[src/shared/ias_map.vh]
// ****************************************************************
// register map, reset values and timing of the acknowledge sequencer
// ****************************************************************
`ifndef IAS_MAP_VH
`define IAS_MAP_VH

// byte offsets on the register bus
`define IAS_OFF_ENABLE 8'h00
`define IAS_OFF_PRIO_LOW 8'h04
`define IAS_OFF_PRIO_HIGH 8'h08
`define IAS_OFF_EXT_MODE 8'h0c
`define IAS_OFF_FLAGS 8'h10
`define IAS_OFF_STATUS 8'h14

// reset values
`define IAS_RST_ENABLE 8'h00
`define IAS_RST_PRIO 7'h00
`define IAS_RST_EXT_MODE 2'h0

// field positions
`define IAS_GLOBAL_EN_BIT 7
`define IAS_STATUS_BUSY_BIT 4
`define IAS_HW_FLAG_BITS 4

// source indices, also the fixed polling order within a level
`define IAS_SRC_EXT0 3'h0
`define IAS_SRC_TIMER0 3'h1
`define IAS_SRC_EXT1 3'h2
`define IAS_SRC_TIMER1 3'h3
`define IAS_SRC_SERIAL 3'h4
`define IAS_SRC_CAPTURE 3'h5
`define IAS_SRC_OVUN 3'h6

// oscillator periods of the instruction in which requests are latched
`define IAS_LATCH_A 5'h05
`define IAS_LATCH_B 5'h0b
`define IAS_LATCH_C 5'h11
`define IAS_LATCH_D 5'h17
`define IAS_PHASE_MAX 5'h1f

// a request latched within this many final periods waits one instruction
`define IAS_DEFER_PERIODS 5'h07

// one oscillator period is one clk_sys cycle (50 ns at 20 MHz)
`define IAS_MC_CLOCKS 6
`define IAS_CALL_MC 2
`define IAS_CALL_CLOCKS (`IAS_MC_CLOCKS * `IAS_CALL_MC)
// call counter values, sized for the four bit counter
`define IAS_CALL_LAST 4'hb
`define IAS_PUSH_POINT 4'h5

`endif

[src/hdl/ias_core.v]
// The implementer's own choices: the placing of the registers and register access over APB.
`timescale 1ns/1ns
`include "ias_map.vh"

// Summary of operation
// - one active flag per priority level, four
// - return from interrupt clears serviced level
// - latch requests at periods 5, 11, 17, 23
// - source and global enable bits qualify latched requests
// - acknowledge sets level, calls, pushes pc only
// - vectoring clears timer flags and edge mode external flags
// - late requests wait one more instruction
// - vector call lasts two machine cycles
// - return or register access delays acknowledge
// - single source latency between 3 and 8 machine cycles
// - equal or higher active level blocks acknowledge
// - level mode external flag follows sampled pin
module ias_core #(
    parameter NUM_SRC = 7
) (
    input wire clk_sys,
    input wire rst,
    input wire [7:0] paddr,
    input wire psel,
    input wire penable,
    input wire pwrite,
    input wire [31:0] pwdata,
    output reg [31:0] prdata,
    output wire pready,
    output reg pslverr,
    input wire instStart,
    input wire instEnd,
    input wire instIsReturnFromInterrupt,
    input wire instTouchesIntRegs,
    input wire extPin0N,
    input wire extPin1N,
    input wire timer0Overflow,
    input wire timer1Overflow,
    input wire serialRxTxFlags,
    input wire captureInputRequestFlag,
    input wire overflowUnderflowFlag,
    output reg callRequest,
    output reg callBusy,
    output reg pushPc,
    output reg serviceStart,
    output reg [2:0] vectorIndex,
    output reg [3:0] activeLevels
);
    // ****************************************************************
    // constants and declarations
    // ****************************************************************
    localparam [3:0] CALL_LAST = `IAS_CALL_LAST;
    localparam [3:0] PUSH_POINT = `IAS_PUSH_POINT;

    reg [7:0] interruptEnableRegister;
    reg [NUM_SRC-1:0] priorityRegisterLow;
    reg [NUM_SRC-1:0] priorityRegisterHigh;
    reg [1:0] extEdgeMode;
    reg [1:0] extPinPrev;
    reg extInt0RequestFlag;
    reg extInt1RequestFlag;
    reg timer0OverflowFlag;
    reg timer1OverflowFlag;
    reg [4:0] phase;
    reg [4:0] latchPhase;
    reg [NUM_SRC-1:0] reqLatch;
    reg [NUM_SRC-1:0] reqSettled;
    reg [3:0] callCount;
    reg [31:0] next_prdata;
    reg next_pslverr;

    wire [NUM_SRC-1:0] pending;
    wire [NUM_SRC-1:0] candidate;
    wire [NUM_SRC-1:0] qualified;
    wire [1:0] extPinN;
    wire [1:0] extFlag;
    wire latchNow;
    wire lateLatch;
    wire grantValid;
    wire [2:0] grantIndex;
    wire [1:0] grantLevel;
    wire [2:0] activeTop;
    wire ackNow;
    wire retiNow;
    wire busWrite;
    wire [3:0] swClear;
    wire [3:0] hwClear;

    // highest active level: bit 2 says any, bits 1:0 give the level
    function [2:0] topLevel;
        input [3:0] lv;
        begin
            if (lv[3]) begin
                topLevel = 3'h7;
            end else if (lv[2]) begin
                topLevel = 3'h6;
            end else if (lv[1]) begin
                topLevel = 3'h5;
            end else if (lv[0]) begin
                topLevel = 3'h4;
            end else begin
                topLevel = 3'h0;
            end
        end
    endfunction

    // one-hot of a two bit level
    function [3:0] levelBit;
        input [1:0] lv;
        begin
            levelBit = 4'h1 << lv;
        end
    endfunction

    // ****************************************************************
    // register bus
    // ****************************************************************
    // zero wait states: the access phase always completes at once
    assign pready = penable;
    assign busWrite = psel & penable & pwrite;
    assign swClear = (busWrite && paddr == `IAS_OFF_FLAGS) ? pwdata[3:0] : 4'h0;

    // read data and error are prepared in the setup cycle
    always @* begin
        next_prdata = 32'h0000_0000;
        next_pslverr = 1'b0;
        case (paddr)
            `IAS_OFF_ENABLE: begin
                next_prdata[7:0] = interruptEnableRegister;
            end
            `IAS_OFF_PRIO_LOW: begin
                next_prdata[NUM_SRC-1:0] = priorityRegisterLow;
            end
            `IAS_OFF_PRIO_HIGH: begin
                next_prdata[NUM_SRC-1:0] = priorityRegisterHigh;
            end
            `IAS_OFF_EXT_MODE: begin
                next_prdata[1:0] = extEdgeMode;
            end
            `IAS_OFF_FLAGS: begin
                next_prdata[NUM_SRC-1:0] = pending;
            end
            `IAS_OFF_STATUS: begin
                next_prdata[3:0] = activeLevels;
                next_prdata[`IAS_STATUS_BUSY_BIT] = callBusy;
            end
            default: begin
                next_pslverr = 1'b1;
            end
        endcase
    end

    // read path registers
    always @(posedge clk_sys) begin
        if (rst) begin
            prdata <= 32'h0000_0000;
            pslverr <= 1'b0;
        end else if (psel && !penable) begin
            prdata <= pwrite ? 32'h0000_0000 : next_prdata;
            pslverr <= next_pslverr;
        end
    end

    // control registers written in the access phase
    always @(posedge clk_sys) begin
        if (rst) begin
            interruptEnableRegister <= `IAS_RST_ENABLE;
            priorityRegisterLow <= `IAS_RST_PRIO;
            priorityRegisterHigh <= `IAS_RST_PRIO;
            extEdgeMode <= `IAS_RST_EXT_MODE;
        end else if (busWrite) begin
            case (paddr)
                `IAS_OFF_ENABLE: begin
                    interruptEnableRegister <= pwdata[7:0];
                end
                `IAS_OFF_PRIO_LOW: begin
                    priorityRegisterLow <= pwdata[NUM_SRC-1:0];
                end
                `IAS_OFF_PRIO_HIGH: begin
                    priorityRegisterHigh <= pwdata[NUM_SRC-1:0];
                end
                `IAS_OFF_EXT_MODE: begin
                    extEdgeMode <= pwdata[1:0];
                end
                default: begin
                    extEdgeMode <= extEdgeMode;
                end
            endcase
        end
    end

    // ****************************************************************
    // request flags
    // ****************************************************************
    assign extPinN = {extPin1N, extPin0N};
    assign extFlag = {extInt1RequestFlag, extInt0RequestFlag};

    // hardware clear on entering the routine for the four own flags
    assign hwClear[0] = serviceStart && vectorIndex == `IAS_SRC_EXT0;
    assign hwClear[1] = serviceStart && vectorIndex == `IAS_SRC_TIMER0;
    assign hwClear[2] = serviceStart && vectorIndex == `IAS_SRC_EXT1;
    assign hwClear[3] = serviceStart && vectorIndex == `IAS_SRC_TIMER1;

    // pins are synchronous, so the previous sample serves edge detection
    always @(posedge clk_sys) begin
        if (rst) begin
            extPinPrev <= 2'h3;
        end else begin
            extPinPrev <= extPinN;
        end
    end

    // external flags: level mode tracks the pin, edge mode is sticky
    genvar g;
    generate
        for (g = 0; g < 2; g = g + 1) begin : extGen
            wire fallEdge;
            reg flagQ;
            assign fallEdge = extPinPrev[g] & ~extPinN[g];
            always @(posedge clk_sys) begin
                if (rst) begin
                    flagQ <= 1'b0;
                end else if (!extEdgeMode[g]) begin
                    flagQ <= ~extPinN[g];
                end else if (fallEdge) begin
                    flagQ <= 1'b1; // set wins over any clear
                end else if (hwClear[2 * g] || swClear[2 * g]) begin
                    flagQ <= 1'b0;
                end
            end
        end
    endgenerate

    // flag names for the rest of the block
    always @* begin
        extInt0RequestFlag = extGen[0].flagQ;
        extInt1RequestFlag = extGen[1].flagQ;
    end

    // timer overflow flags, cleared by vectoring or by software
    always @(posedge clk_sys) begin
        if (rst) begin
            timer0OverflowFlag <= 1'b0;
            timer1OverflowFlag <= 1'b0;
        end else begin
            if (timer0Overflow) begin
                timer0OverflowFlag <= 1'b1;
            end else if (hwClear[1] || swClear[1]) begin
                timer0OverflowFlag <= 1'b0;
            end
            if (timer1Overflow) begin
                timer1OverflowFlag <= 1'b1;
            end else if (hwClear[3] || swClear[3]) begin
                timer1OverflowFlag <= 1'b0;
            end
        end
    end

    // serial, capture and overflow flags live in their peripherals and
    // are never cleared here; their routines must clear them
    assign pending = {overflowUnderflowFlag, captureInputRequestFlag, serialRxTxFlags,
        timer1OverflowFlag, extFlag[1], timer0OverflowFlag, extFlag[0]};

    // ****************************************************************
    // instruction phase and request latch
    // ****************************************************************
    // phase 1 is the first oscillator period of an instruction
    always @(posedge clk_sys) begin
        if (rst) begin
            phase <= 5'h00;
        end else if (instStart) begin
            phase <= 5'h01;
        end else if (phase != `IAS_PHASE_MAX) begin
            phase <= phase + 5'h01;
        end
    end

    assign latchNow = phase == `IAS_LATCH_A || phase == `IAS_LATCH_B ||
        phase == `IAS_LATCH_C || phase == `IAS_LATCH_D;

    // the older latch is kept so a late capture can be passed over
    always @(posedge clk_sys) begin
        if (rst) begin
            reqLatch <= {NUM_SRC{1'b0}};
            reqSettled <= {NUM_SRC{1'b0}};
            latchPhase <= 5'h00;
        end else if (latchNow) begin
            reqSettled <= reqLatch;
            reqLatch <= pending;
            latchPhase <= phase;
        end
    end

    // a capture inside the last seven periods waits for the next end
    assign lateLatch = (phase - latchPhase) < `IAS_DEFER_PERIODS;
    assign candidate = lateLatch ? reqSettled : reqLatch;

    // ****************************************************************
    // qualification and selection
    // ****************************************************************
    assign qualified = candidate & interruptEnableRegister[NUM_SRC-1:0] &
        {NUM_SRC{interruptEnableRegister[`IAS_GLOBAL_EN_BIT]}};

    ias_prio_select #(
        .NUM_SRC(NUM_SRC)
    ) uSelect (
        .qualified(qualified),
        .levelLow(priorityRegisterLow),
        .levelHigh(priorityRegisterHigh),
        .grantValid(grantValid),
        .grantIndex(grantIndex),
        .grantLevel(grantLevel)
    );

    assign activeTop = topLevel(activeLevels);

    // acknowledge only at an instruction end, never right after a
    // return or an enable/priority access, and only above the active level
    assign ackNow = instEnd && !callBusy && grantValid &&
        !instIsReturnFromInterrupt && !instTouchesIntRegs &&
        (!activeTop[2] || grantLevel > activeTop[1:0]);
    assign retiNow = instEnd && !callBusy && instIsReturnFromInterrupt;

    // ****************************************************************
    // level flags and vector call
    // ****************************************************************
    // four level flags; the top one is the level being serviced
    always @(posedge clk_sys) begin
        if (rst) begin
            activeLevels <= 4'h0;
        end else if (ackNow) begin
            activeLevels <= activeLevels | levelBit(grantLevel);
        end else if (retiNow && activeTop[2]) begin
            activeLevels <= activeLevels & ~levelBit(activeTop[1:0]);
        end
    end

    // the call occupies two machine cycles; only the pc is pushed,
    // status word saving is left to the routine
    always @(posedge clk_sys) begin
        if (rst) begin
            callBusy <= 1'b0;
            callCount <= 4'h0;
            callRequest <= 1'b0;
            pushPc <= 1'b0;
            serviceStart <= 1'b0;
            vectorIndex <= 3'h0;
        end else begin
            callRequest <= ackNow;
            pushPc <= callBusy && callCount == PUSH_POINT - 4'h1;
            serviceStart <= callBusy && callCount == CALL_LAST;
            if (ackNow) begin
                callBusy <= 1'b1;
                callCount <= 4'h0;
                vectorIndex <= grantIndex;
            end else if (callBusy) begin
                if (callCount == CALL_LAST) begin
                    callBusy <= 1'b0;
                    callCount <= 4'h0;
                end else begin
                    callCount <= callCount + 4'h1;
                end
            end
        end
    end
endmodule // ias_core

[src/hdl/ias_prio_select.v]
`timescale 1ns/1ns
`include "ias_map.vh"

// ****************************************************************
// fixed-order priority selector
// ****************************************************************
// highest level wins; within a level the lowest source index wins
module ias_prio_select #(
    parameter NUM_SRC = 7
) (
    input wire [NUM_SRC-1:0] qualified,
    input wire [NUM_SRC-1:0] levelLow,
    input wire [NUM_SRC-1:0] levelHigh,
    output reg grantValid,
    output reg [2:0] grantIndex,
    output reg [1:0] grantLevel
);
    integer i;

    // scan downward so an equal level at a lower index replaces the pick
    always @* begin
        grantValid = 1'b0;
        grantIndex = 3'h0;
        grantLevel = 2'h0;
        for (i = NUM_SRC - 1; i >= 0; i = i - 1) begin
            if (qualified[i] && (!grantValid || {levelHigh[i], levelLow[i]} >= grantLevel)) begin
                grantValid = 1'b1;
                grantIndex = i[2:0];
                grantLevel = {levelHigh[i], levelLow[i]};
            end
        end
    end
endmodule // ias_prio_select

[config.mk]
export PLATFORM = sky130hd
export DESIGN_NAME = ias_core
export DESIGN_NICKNAME = d
export VERILOG_FILES = /design/src/hdl/ias_core.v /design/src/hdl/ias_prio_select.v
export VERILOG_INCLUDE_DIRS = /design/src /design/src/shared
export SDC_FILE = /design/constraint.sdc
export NUM_CORES = 1
export LEC_CHECK = 0
export ABC_AREA = 1
export BUFFER_PORTS_ARGS = -buffer_cell sky130_fd_sc_hd__buf_2
export CAP_MARGIN = 5
export CORE_ASPECT_RATIO = 1.4
export CORE_MARGIN = 1.5
export CORE_UTILIZATION = 30
export DETAILED_ROUTE_END_ITERATION = 10
export PLACE_DENSITY_LB_ADDON = 0.2
export SETUP_SLACK_MARGIN = 0.1
export SKIP_CTS_REPAIR_TIMING = 1
export SLEW_MARGIN = 20
export SYNTH_ARGS = -nofsm -noshare
export SYNTH_HDL_FRONTEND = slang
export SYNTH_SLANG_ARGS = --single-unit
[constraint.sdc]
create_clock -name clk_sys -period 8.4 [get_ports clk_sys]
set_clock_uncertainty 0.15 [all_clocks]
set_input_delay 1.26 -clock clk_sys [delete_from_list [all_inputs] [get_ports clk_sys]]
set_output_delay 1.26 -clock clk_sys [all_outputs]
set_load 0.02 [all_outputs]
-- Word level (Yosys, flattened, before mapping)
Cells that the tools add are included.
- register bits after elaboration: 102
- input port bits: 56
- output and inout port bits: 45
- logic and storage cells: 174
- add/subtract/negate cells: 3
- order comparisons: 8
- equality and inequality tests: 17
- shifts and indexed selects: 2
- multiplexer cells: 51
- bitwise operators: 11
- reduce and logical (&&, ||, !) cells: 59
- operators by type and width (kind ; number):
    $mux 3 ; 11
    $mux 1 ; 24
    $logic_and 1x1->1 ; 21
    $eq 8x4->1 const B ; 2
    $eq 8x5->1 const B ; 2
    $mux 4 ; 4
    $pmux 3 s5 ; 1
    $and 7x7->7 ; 2
    $logic_or 1x1->1 ; 14
    $mux 2 ; 7
    $ge 2x2->1 ; 6
    $pmux 2 s6 ; 1
    $logic_not 1->1 ; 11
    $eq 5x5->1 const B ; 2
    $eq 8x3->1 const B ; 1
    $logic_not 8->1 ; 1
    $mux 8 ; 1
    $pmux 2 s4 ; 1
    $reduce_and 2->1 ; 4
    $reduce_bool 2->1 ; 4
    $shl 1x2->4 const A ; 2
    $mux 7 ; 1
    $eq 3x2->1 const B ; 2
    $ne 3x1->1 const B ; 2
    other kinds (19) ; 24

-- Logic depth before layout (Yosys ltp)
- word-level depth: 35
- depth in mapped cells: 75
- depth with buffers taken out: 75

-- Hierarchy
A second synthesis with hierarchy kept.
- cells, all modules: 705
- area total of the unflattened synthesis: 4914.7 um^2
- by module, submodules not included (module ; times used ; cells an instance ; area each (um^2) ; sequential area each (um^2)):
    ias_core ; 1 ; 594 ; 4269.1 ; 1561.5
    ias_prio_select ; 1 ; 111 ; 645.6 ; 0.0

-- Worst setup path after synthesis
OpenSTA, ideal clock, no wires.
- path kind: reg-to-reg
- start point: register phase[0]
- end point: register vectorIndex[0]
- library setup time: 117 ps
- data arrival time: 8128 ps
- required time: 8133 ps
- path slack: 5 ps
- cell stages (with the launch flop): 72
- path buffers: 0
- clock period less this slack: 8395 ps
- path through: dfxtp_1 inv_1 ha_1 inv_1 fa_1 inv_1 nor2_1 nand3b_1 nand2_1 nor2_4 nand2_4 nand2_4 nand4_1 inv_1 ha_1 inv_1 nand2_1 a21oi_1 [36 not listed] nand2_1 nand2_1 ha_1 o21ai_0 nand3b_2 nand2_2 inv_2 nand2_1 nand2_2 ha_1 inv_1 nor2_1 o21ai_0 a2111oi_0 o21ai_2 nand2_1 inv_1 a32o_1
- longest elaborated chain between the ends: 34
- elaborated cells on any way between the ends: 55
- those cells by class: 1 x add/sub; 8 x order compare; 21 x mux; 2 x bitwise; 23 x reduce/logical
- ends and longest elaborated chain (element ; RTL line ; text):
    start: declaration ; ias_core.v:64 ; reg [4:0] phase;
    start signal: assignment ; ias_core.v:274 ; phase <= phase + 5'h01;
    $sub 5x5->5 * ; ias_core.v:295 ; assign lateLatch = (phase - latchPhase) < `IAS_DEFER_PERIODS;
    $lt 5x3->1 (no source line) * ; - ;
    $mux 7 * ; ias_core.v:296 ; assign candidate = lateLatch ? reqSettled : reqLatch;
    $and 7x7->7 * (2 in a row) ; ias_core.v:301 ; assign qualified = candidate & interruptEnableRegister[NUM_SRC-1:0] &
    branches (longest 29 deep; another with $ge 2x2->1) ; - ;
    end signal: assignment ; ias_core.v:355 ; vectorIndex <= grantIndex;
    end: declaration ; ias_core.v:46 ; output reg [2:0] vectorIndex,
Every way passes the cells marked *.
A chain may end at the register's enable or synchronous reset.

-- Worst setup path after layout
- start point: register phase[0]
- end point: register activeLevels[1]
- longest elaborated chain between the ends: 35
- elaborated cells on any way between the ends: 53
- those cells by class: 1 x add/sub; 8 x order compare; 1 x shift; 16 x mux; 3 x bitwise; 24 x reduce/logical
- ends and longest elaborated chain (element ; RTL line ; text):
    $sub 5x5->5 * ; ias_core.v:295 ;
    $lt 5x3->1 (no source line) * ; - ;
    $mux 7 * ; ias_core.v:296 ;
    $and 7x7->7 * (2 in a row) ; ias_core.v:301 ;
    branches (longest 30 deep; another with $ge 2x2->1) ; - ;
    end signal: assignment ; ias_core.v:332 ; activeLevels <= activeLevels | levelBit(grantLevel);
    end signal: assignment ; ias_core.v:334 ; activeLevels <= activeLevels & ~levelBit(activeTop[1:0]);
    end: declaration ; ias_core.v:47 ; output reg [3:0] activeLevels
Marked as above.

==> summary.log <==
qor: outcome.outcome finished with violations
qor: outcome.violations setup timing
qor: cts.cts_root_buffer sky130_fd_sc_hd__clkbuf_16
qor: critical_path.critPathMaxFanout 5
qor: global_routing.gr-usage-all-layers 0.166
qor: drt.vias 4,568
qor: yosys.synthesis.yosys.warnings 0
qor: die.fp.dieH 149 µm
qor: cts.tritoncts done
qor: global_routing.gr-total-overflow 0
qor: drt.drc 0
qor: cells_and_area.finalNetCount 840
qor: die.row_count 53
qor: sta.finalCriticalPeriod 8.62 ns
qor: cells_and_area.antenna_cells_inserted 0
qor: sta.timing.final.ws_setup -0.219 ns
qor: critical_path.endpoint_kind register
qor: sta.timing.final.max_slew_violations 0
qor: min_path.hold_path.class reg2reg
qor: sta.post-route-period-util 1.03
qor: yosys.post_synth_xor_area_fraction 0.00767
qor: critical_path.timing.critical_path.arrival 8.74 ns
qor: sta.rsz0062_at_grt true
qor: critical_path.master_of_the_slowest_instance_on_the_critical_path sky130_fd_sc_hd__fa_1
qor: yosys.combinational_family_with_the_most_area_after_synthesis simple AND/OR/NAND/NOR gates
qor: sta.final_setup_violation_count 12
qor: sta.timing.hold.ws 0.313 ns
qor: placement.detailedPlacementHpwl 10.5 mm
qor: yosys.postSynth.topFlopCell sky130_fd_sc_hd__dfxtp_1
qor: sta.hold_viol 0
qor: die.full_die_area 16,000 µm²
qor: global_routing.antenna_found_initial 0
qor: yosys.adder_cell_area_share_of_the_yosys_netlist 0.0674
qor: cts.cts.clk_slew.worst_paths 0.06 ns
qor: drt.dr.pass1.iters 4
qor: power.leakagePower 2.68 nW
qor: yosys.synth_edf_count 0
qor: cells_and_area.areaGrowthSynthToFinish 29.8%
qor: yosys.synth_compound_gate_area_share 0.171
qor: drt.final_antenna_violating_net_count 0
qor: drt.avgViaCountPerCell 4.77
qor: yosys.proportion_of_synthesized_chip_area_in_sequential_cells 0.342
qor: yosys.ys_async_sr_fraction 0
qor: drt.wl_per_cell 13.8 µm
qor: cells_and_area.layout-drive-gt1-share 0.273
qor: placement.gp_congestion 0.897
qor: power.design_power_total 0.834 mW
qor: critical_path.critPathRequiredTime 8.52 ns
qor: yosys.synth.mux.area_fraction 0
qor: cells_and_area.layout.filler_cells 1,551
qor: global_routing.grt_start_max_net_pins 50
qor: drt.iteration_0_drc_markers 180
qor: sta.fin_setup_tns -1.48 ns
qor: cts.htreeDepth 3
qor: critical_path.critical_path_class reg2reg
qor: sta.worst-slew-pin-transition 1.18 ns
qor: die.initial_core_util 0.306
qor: die.core_region_area 14,900 µm²
qor: cts.cts_max_path_buffers 2
qor: yosys.synthesis.area_per_instance 6.96 µm²
qor: yosys.syn-cell-area 4570 µm²
qor: cts.clock_latency 0.34 ns
qor: placement.io_buffer_count 52
qor: critical_path.critical_path.top_delay_family simple AND/OR/NAND/NOR gates
qor: sta.max-slew-margin-rel 0.206
qor: power.peakVddDrop 75.7 µV
qor: cells_and_area.layout.core_utilization 0.397
qor: cts.cts_inserted_buffers 9
qor: yosys.synth_seq_cells 78
qor: critical_path.cp-start-kind register
qor: critical_path.cp.buffers_inverters 14
qor: sta.upper_clock_frequency_limit 116 MHz
qor: die.boundaryPins 101
qor: global_routing.grt_pass1_wl 20.4 mm
qor: cts.cts_num_sinks 78
qor: yosys.postSynthCellCount 656
qor: power.powerDensity 141 nW/µm²
qor: global_routing.grt_pass1_vias 4,292
qor: yosys.synth.distinct_cells 43
qor: yosys.synth-simple-area-share 0.279
qor: drt.wl 13.2 mm
qor: die.die-width 107 µm
qor: flow_run.maxCapViolations 0
qor: critical_path.crit_path_max_incr_delay 0.44 ns
## state kept, by name (all words and copies together) (netlist names)
signal,count
reqLatch,7
callCount,4
extPinPrev,2
prdata,8
timer0OverflowFlag,1
vectorIndex,3
extEdgeMode,2
reqSettled,7
callRequest,1
extGen.flagQ,2
priorityRegisterLow,7
activeLevels,4
timer1OverflowFlag,1
pslverr,1
serviceStart,1
phase,5
pushPc,1
callBusy,1
priorityRegisterHigh,7
interruptEnableRegister,8
latchPhase,5
## Yosys cell counts (3+ instances only)
cell type / count / area share
sky130_fd_sc_hd__clkbuf_1: 13 / 0.011
sky130_fd_sc_hd__nor2_2: 4 / 0.0055
sky130_fd_sc_hd__o31ai_1: 5 / 0.0082
sky130_fd_sc_hd__inv_2: 7 / 0.0058
sky130_fd_sc_hd__nor3_1: 11 / 0.012
sky130_fd_sc_hd__nor4_1: 5 / 0.0068
sky130_fd_sc_hd__o21ai_0: 62 / 0.068
sky130_fd_sc_hd__nand3_1: 42 / 0.046
sky130_fd_sc_hd__nand4_1: 6 / 0.0082
sky130_fd_sc_hd__o22ai_1: 5 / 0.0068
sky130_fd_sc_hd__nand3_2: 5 / 0.011
sky130_fd_sc_hd__a21oi_1: 52 / 0.057
sky130_fd_sc_hd__a2111oi_0: 3 / 0.0058
sky130_fd_sc_hd__nor2_1: 65 / 0.053
sky130_fd_sc_hd__buf_4: 25 / 0.041
sky130_fd_sc_hd__nand2_1: 108 / 0.089
sky130_fd_sc_hd__inv_1: 89 / 0.073
sky130_fd_sc_hd__dfxtp_1: 78 / 0.34
sky130_fd_sc_hd__nand2_2: 13 / 0.018
sky130_fd_sc_hd__ha_1: 23 / 0.063
## through the flow
stage               worst slack (ns)  std cells  instance area [µm²]
floorplan                      0.112        679                 4660
global placement              -0.393        934                 5300
detailed placement            -0.565        934                 5300
CTS                           -0.613        950                 5600
global route                  -0.906        957                 5930
finish                        -0.219        957                 5930
## final timing paths
path / from / to / slack (ns) / depth (start not counted)
max: phase[0] / activeLevels[1] / -0.22 / 72
min: prdata[4] / prdata[4] / 0.31 / 2
max reg2reg: phase[0] / activeLevels[1] / -0.22 / 72
min reg2reg: prdata[4] / prdata[4] / 0.31 / 2
## layout by cell type, fill, tap and decap left out, types with 3 or more instances in the layout
cell type	n
sky130_fd_sc_hd__nor2_1	64
sky130_fd_sc_hd__ha_4	6
sky130_fd_sc_hd__nor2_2	4
sky130_fd_sc_hd__inv_1	83
sky130_fd_sc_hd__o22ai_1	5
sky130_fd_sc_hd__a21oi_1	47
sky130_fd_sc_hd__nor3_1	11
sky130_fd_sc_hd__buf_2	52
sky130_fd_sc_hd__nor4_1	5
sky130_fd_sc_hd__clkbuf_16	9
sky130_fd_sc_hd__buf_4	55
sky130_fd_sc_hd__nand2_1	96
sky130_fd_sc_hd__ha_1	17
sky130_fd_sc_hd__o21ai_1	3
sky130_fd_sc_hd__dfxtp_1	77
sky130_fd_sc_hd__o21ai_0	59
sky130_fd_sc_hd__a21oi_2	7
sky130_fd_sc_hd__nand3_1	33
sky130_fd_sc_hd__nand4_1	6
sky130_fd_sc_hd__inv_2	12
sky130_fd_sc_hd__nand3_2	12
sky130_fd_sc_hd__o31ai_1	5
sky130_fd_sc_hd__nand2_4	8
sky130_fd_sc_hd__nand2_2	19
sky130_fd_sc_hd__conb_1	24
## cell type report
type / count / area, µm² / share of cell area
repair buffers: 109 / 696 / 0.117
inverters: 96 / 363 / 0.0612
clock inverters: 5 / 58.8 / 0.00992
multi-input cells: 466 / 2760 / 0.466
clock buffers: 11 / 243 / 0.0410
flip-flops and latches: 78 / 1560 / 0.264
well taps: 192 / 240 / 0.0405
## report_power, final
part | internal (mW) | switching, mW | total, mW
Sequential | 0.373 | 0.00191 | 0.375
Clock | 0.238 | 0.157 | 0.395
Combinational | 0.0208 | 0.0434 | 0.0642
Total | 0.632 | 0.202 | 0.834
## worst register-to-register path, delay by kind of cell (launching register included)
family	cells	cell delay [ns]
buffers and inverters	14	1.21
AOI/OAI and AO/OA	11	1.48
DFF	1	0.32
adders and majority gates	9	2.26
and+or+nand+nor	38	3.15
## cell families after synthesis
logic type | Yosys count
AOI/OAI and AO/OA | 142
and+or+nand+nor | 272
other | 1
buffers and inverters | 135
xor gates and xnor gates | 4
DFF | 78
adders and majority gates | 24
## layer usage
| layer | wire (µm) | share of wire | GRT usage |
|---|---|---|---|
| met1 | 5110 | 0.39 | 0.174 |
| met2 | 7130 | 0.54 | 0.310 |
| met3 | 404 | 0.031 | 0.0271 |
| met4 | 551 | 0.042 | 0.0913 |
| met5 | 0 | 0 | 0 |
Note: power is estimated with default switching activity, not from simulation.
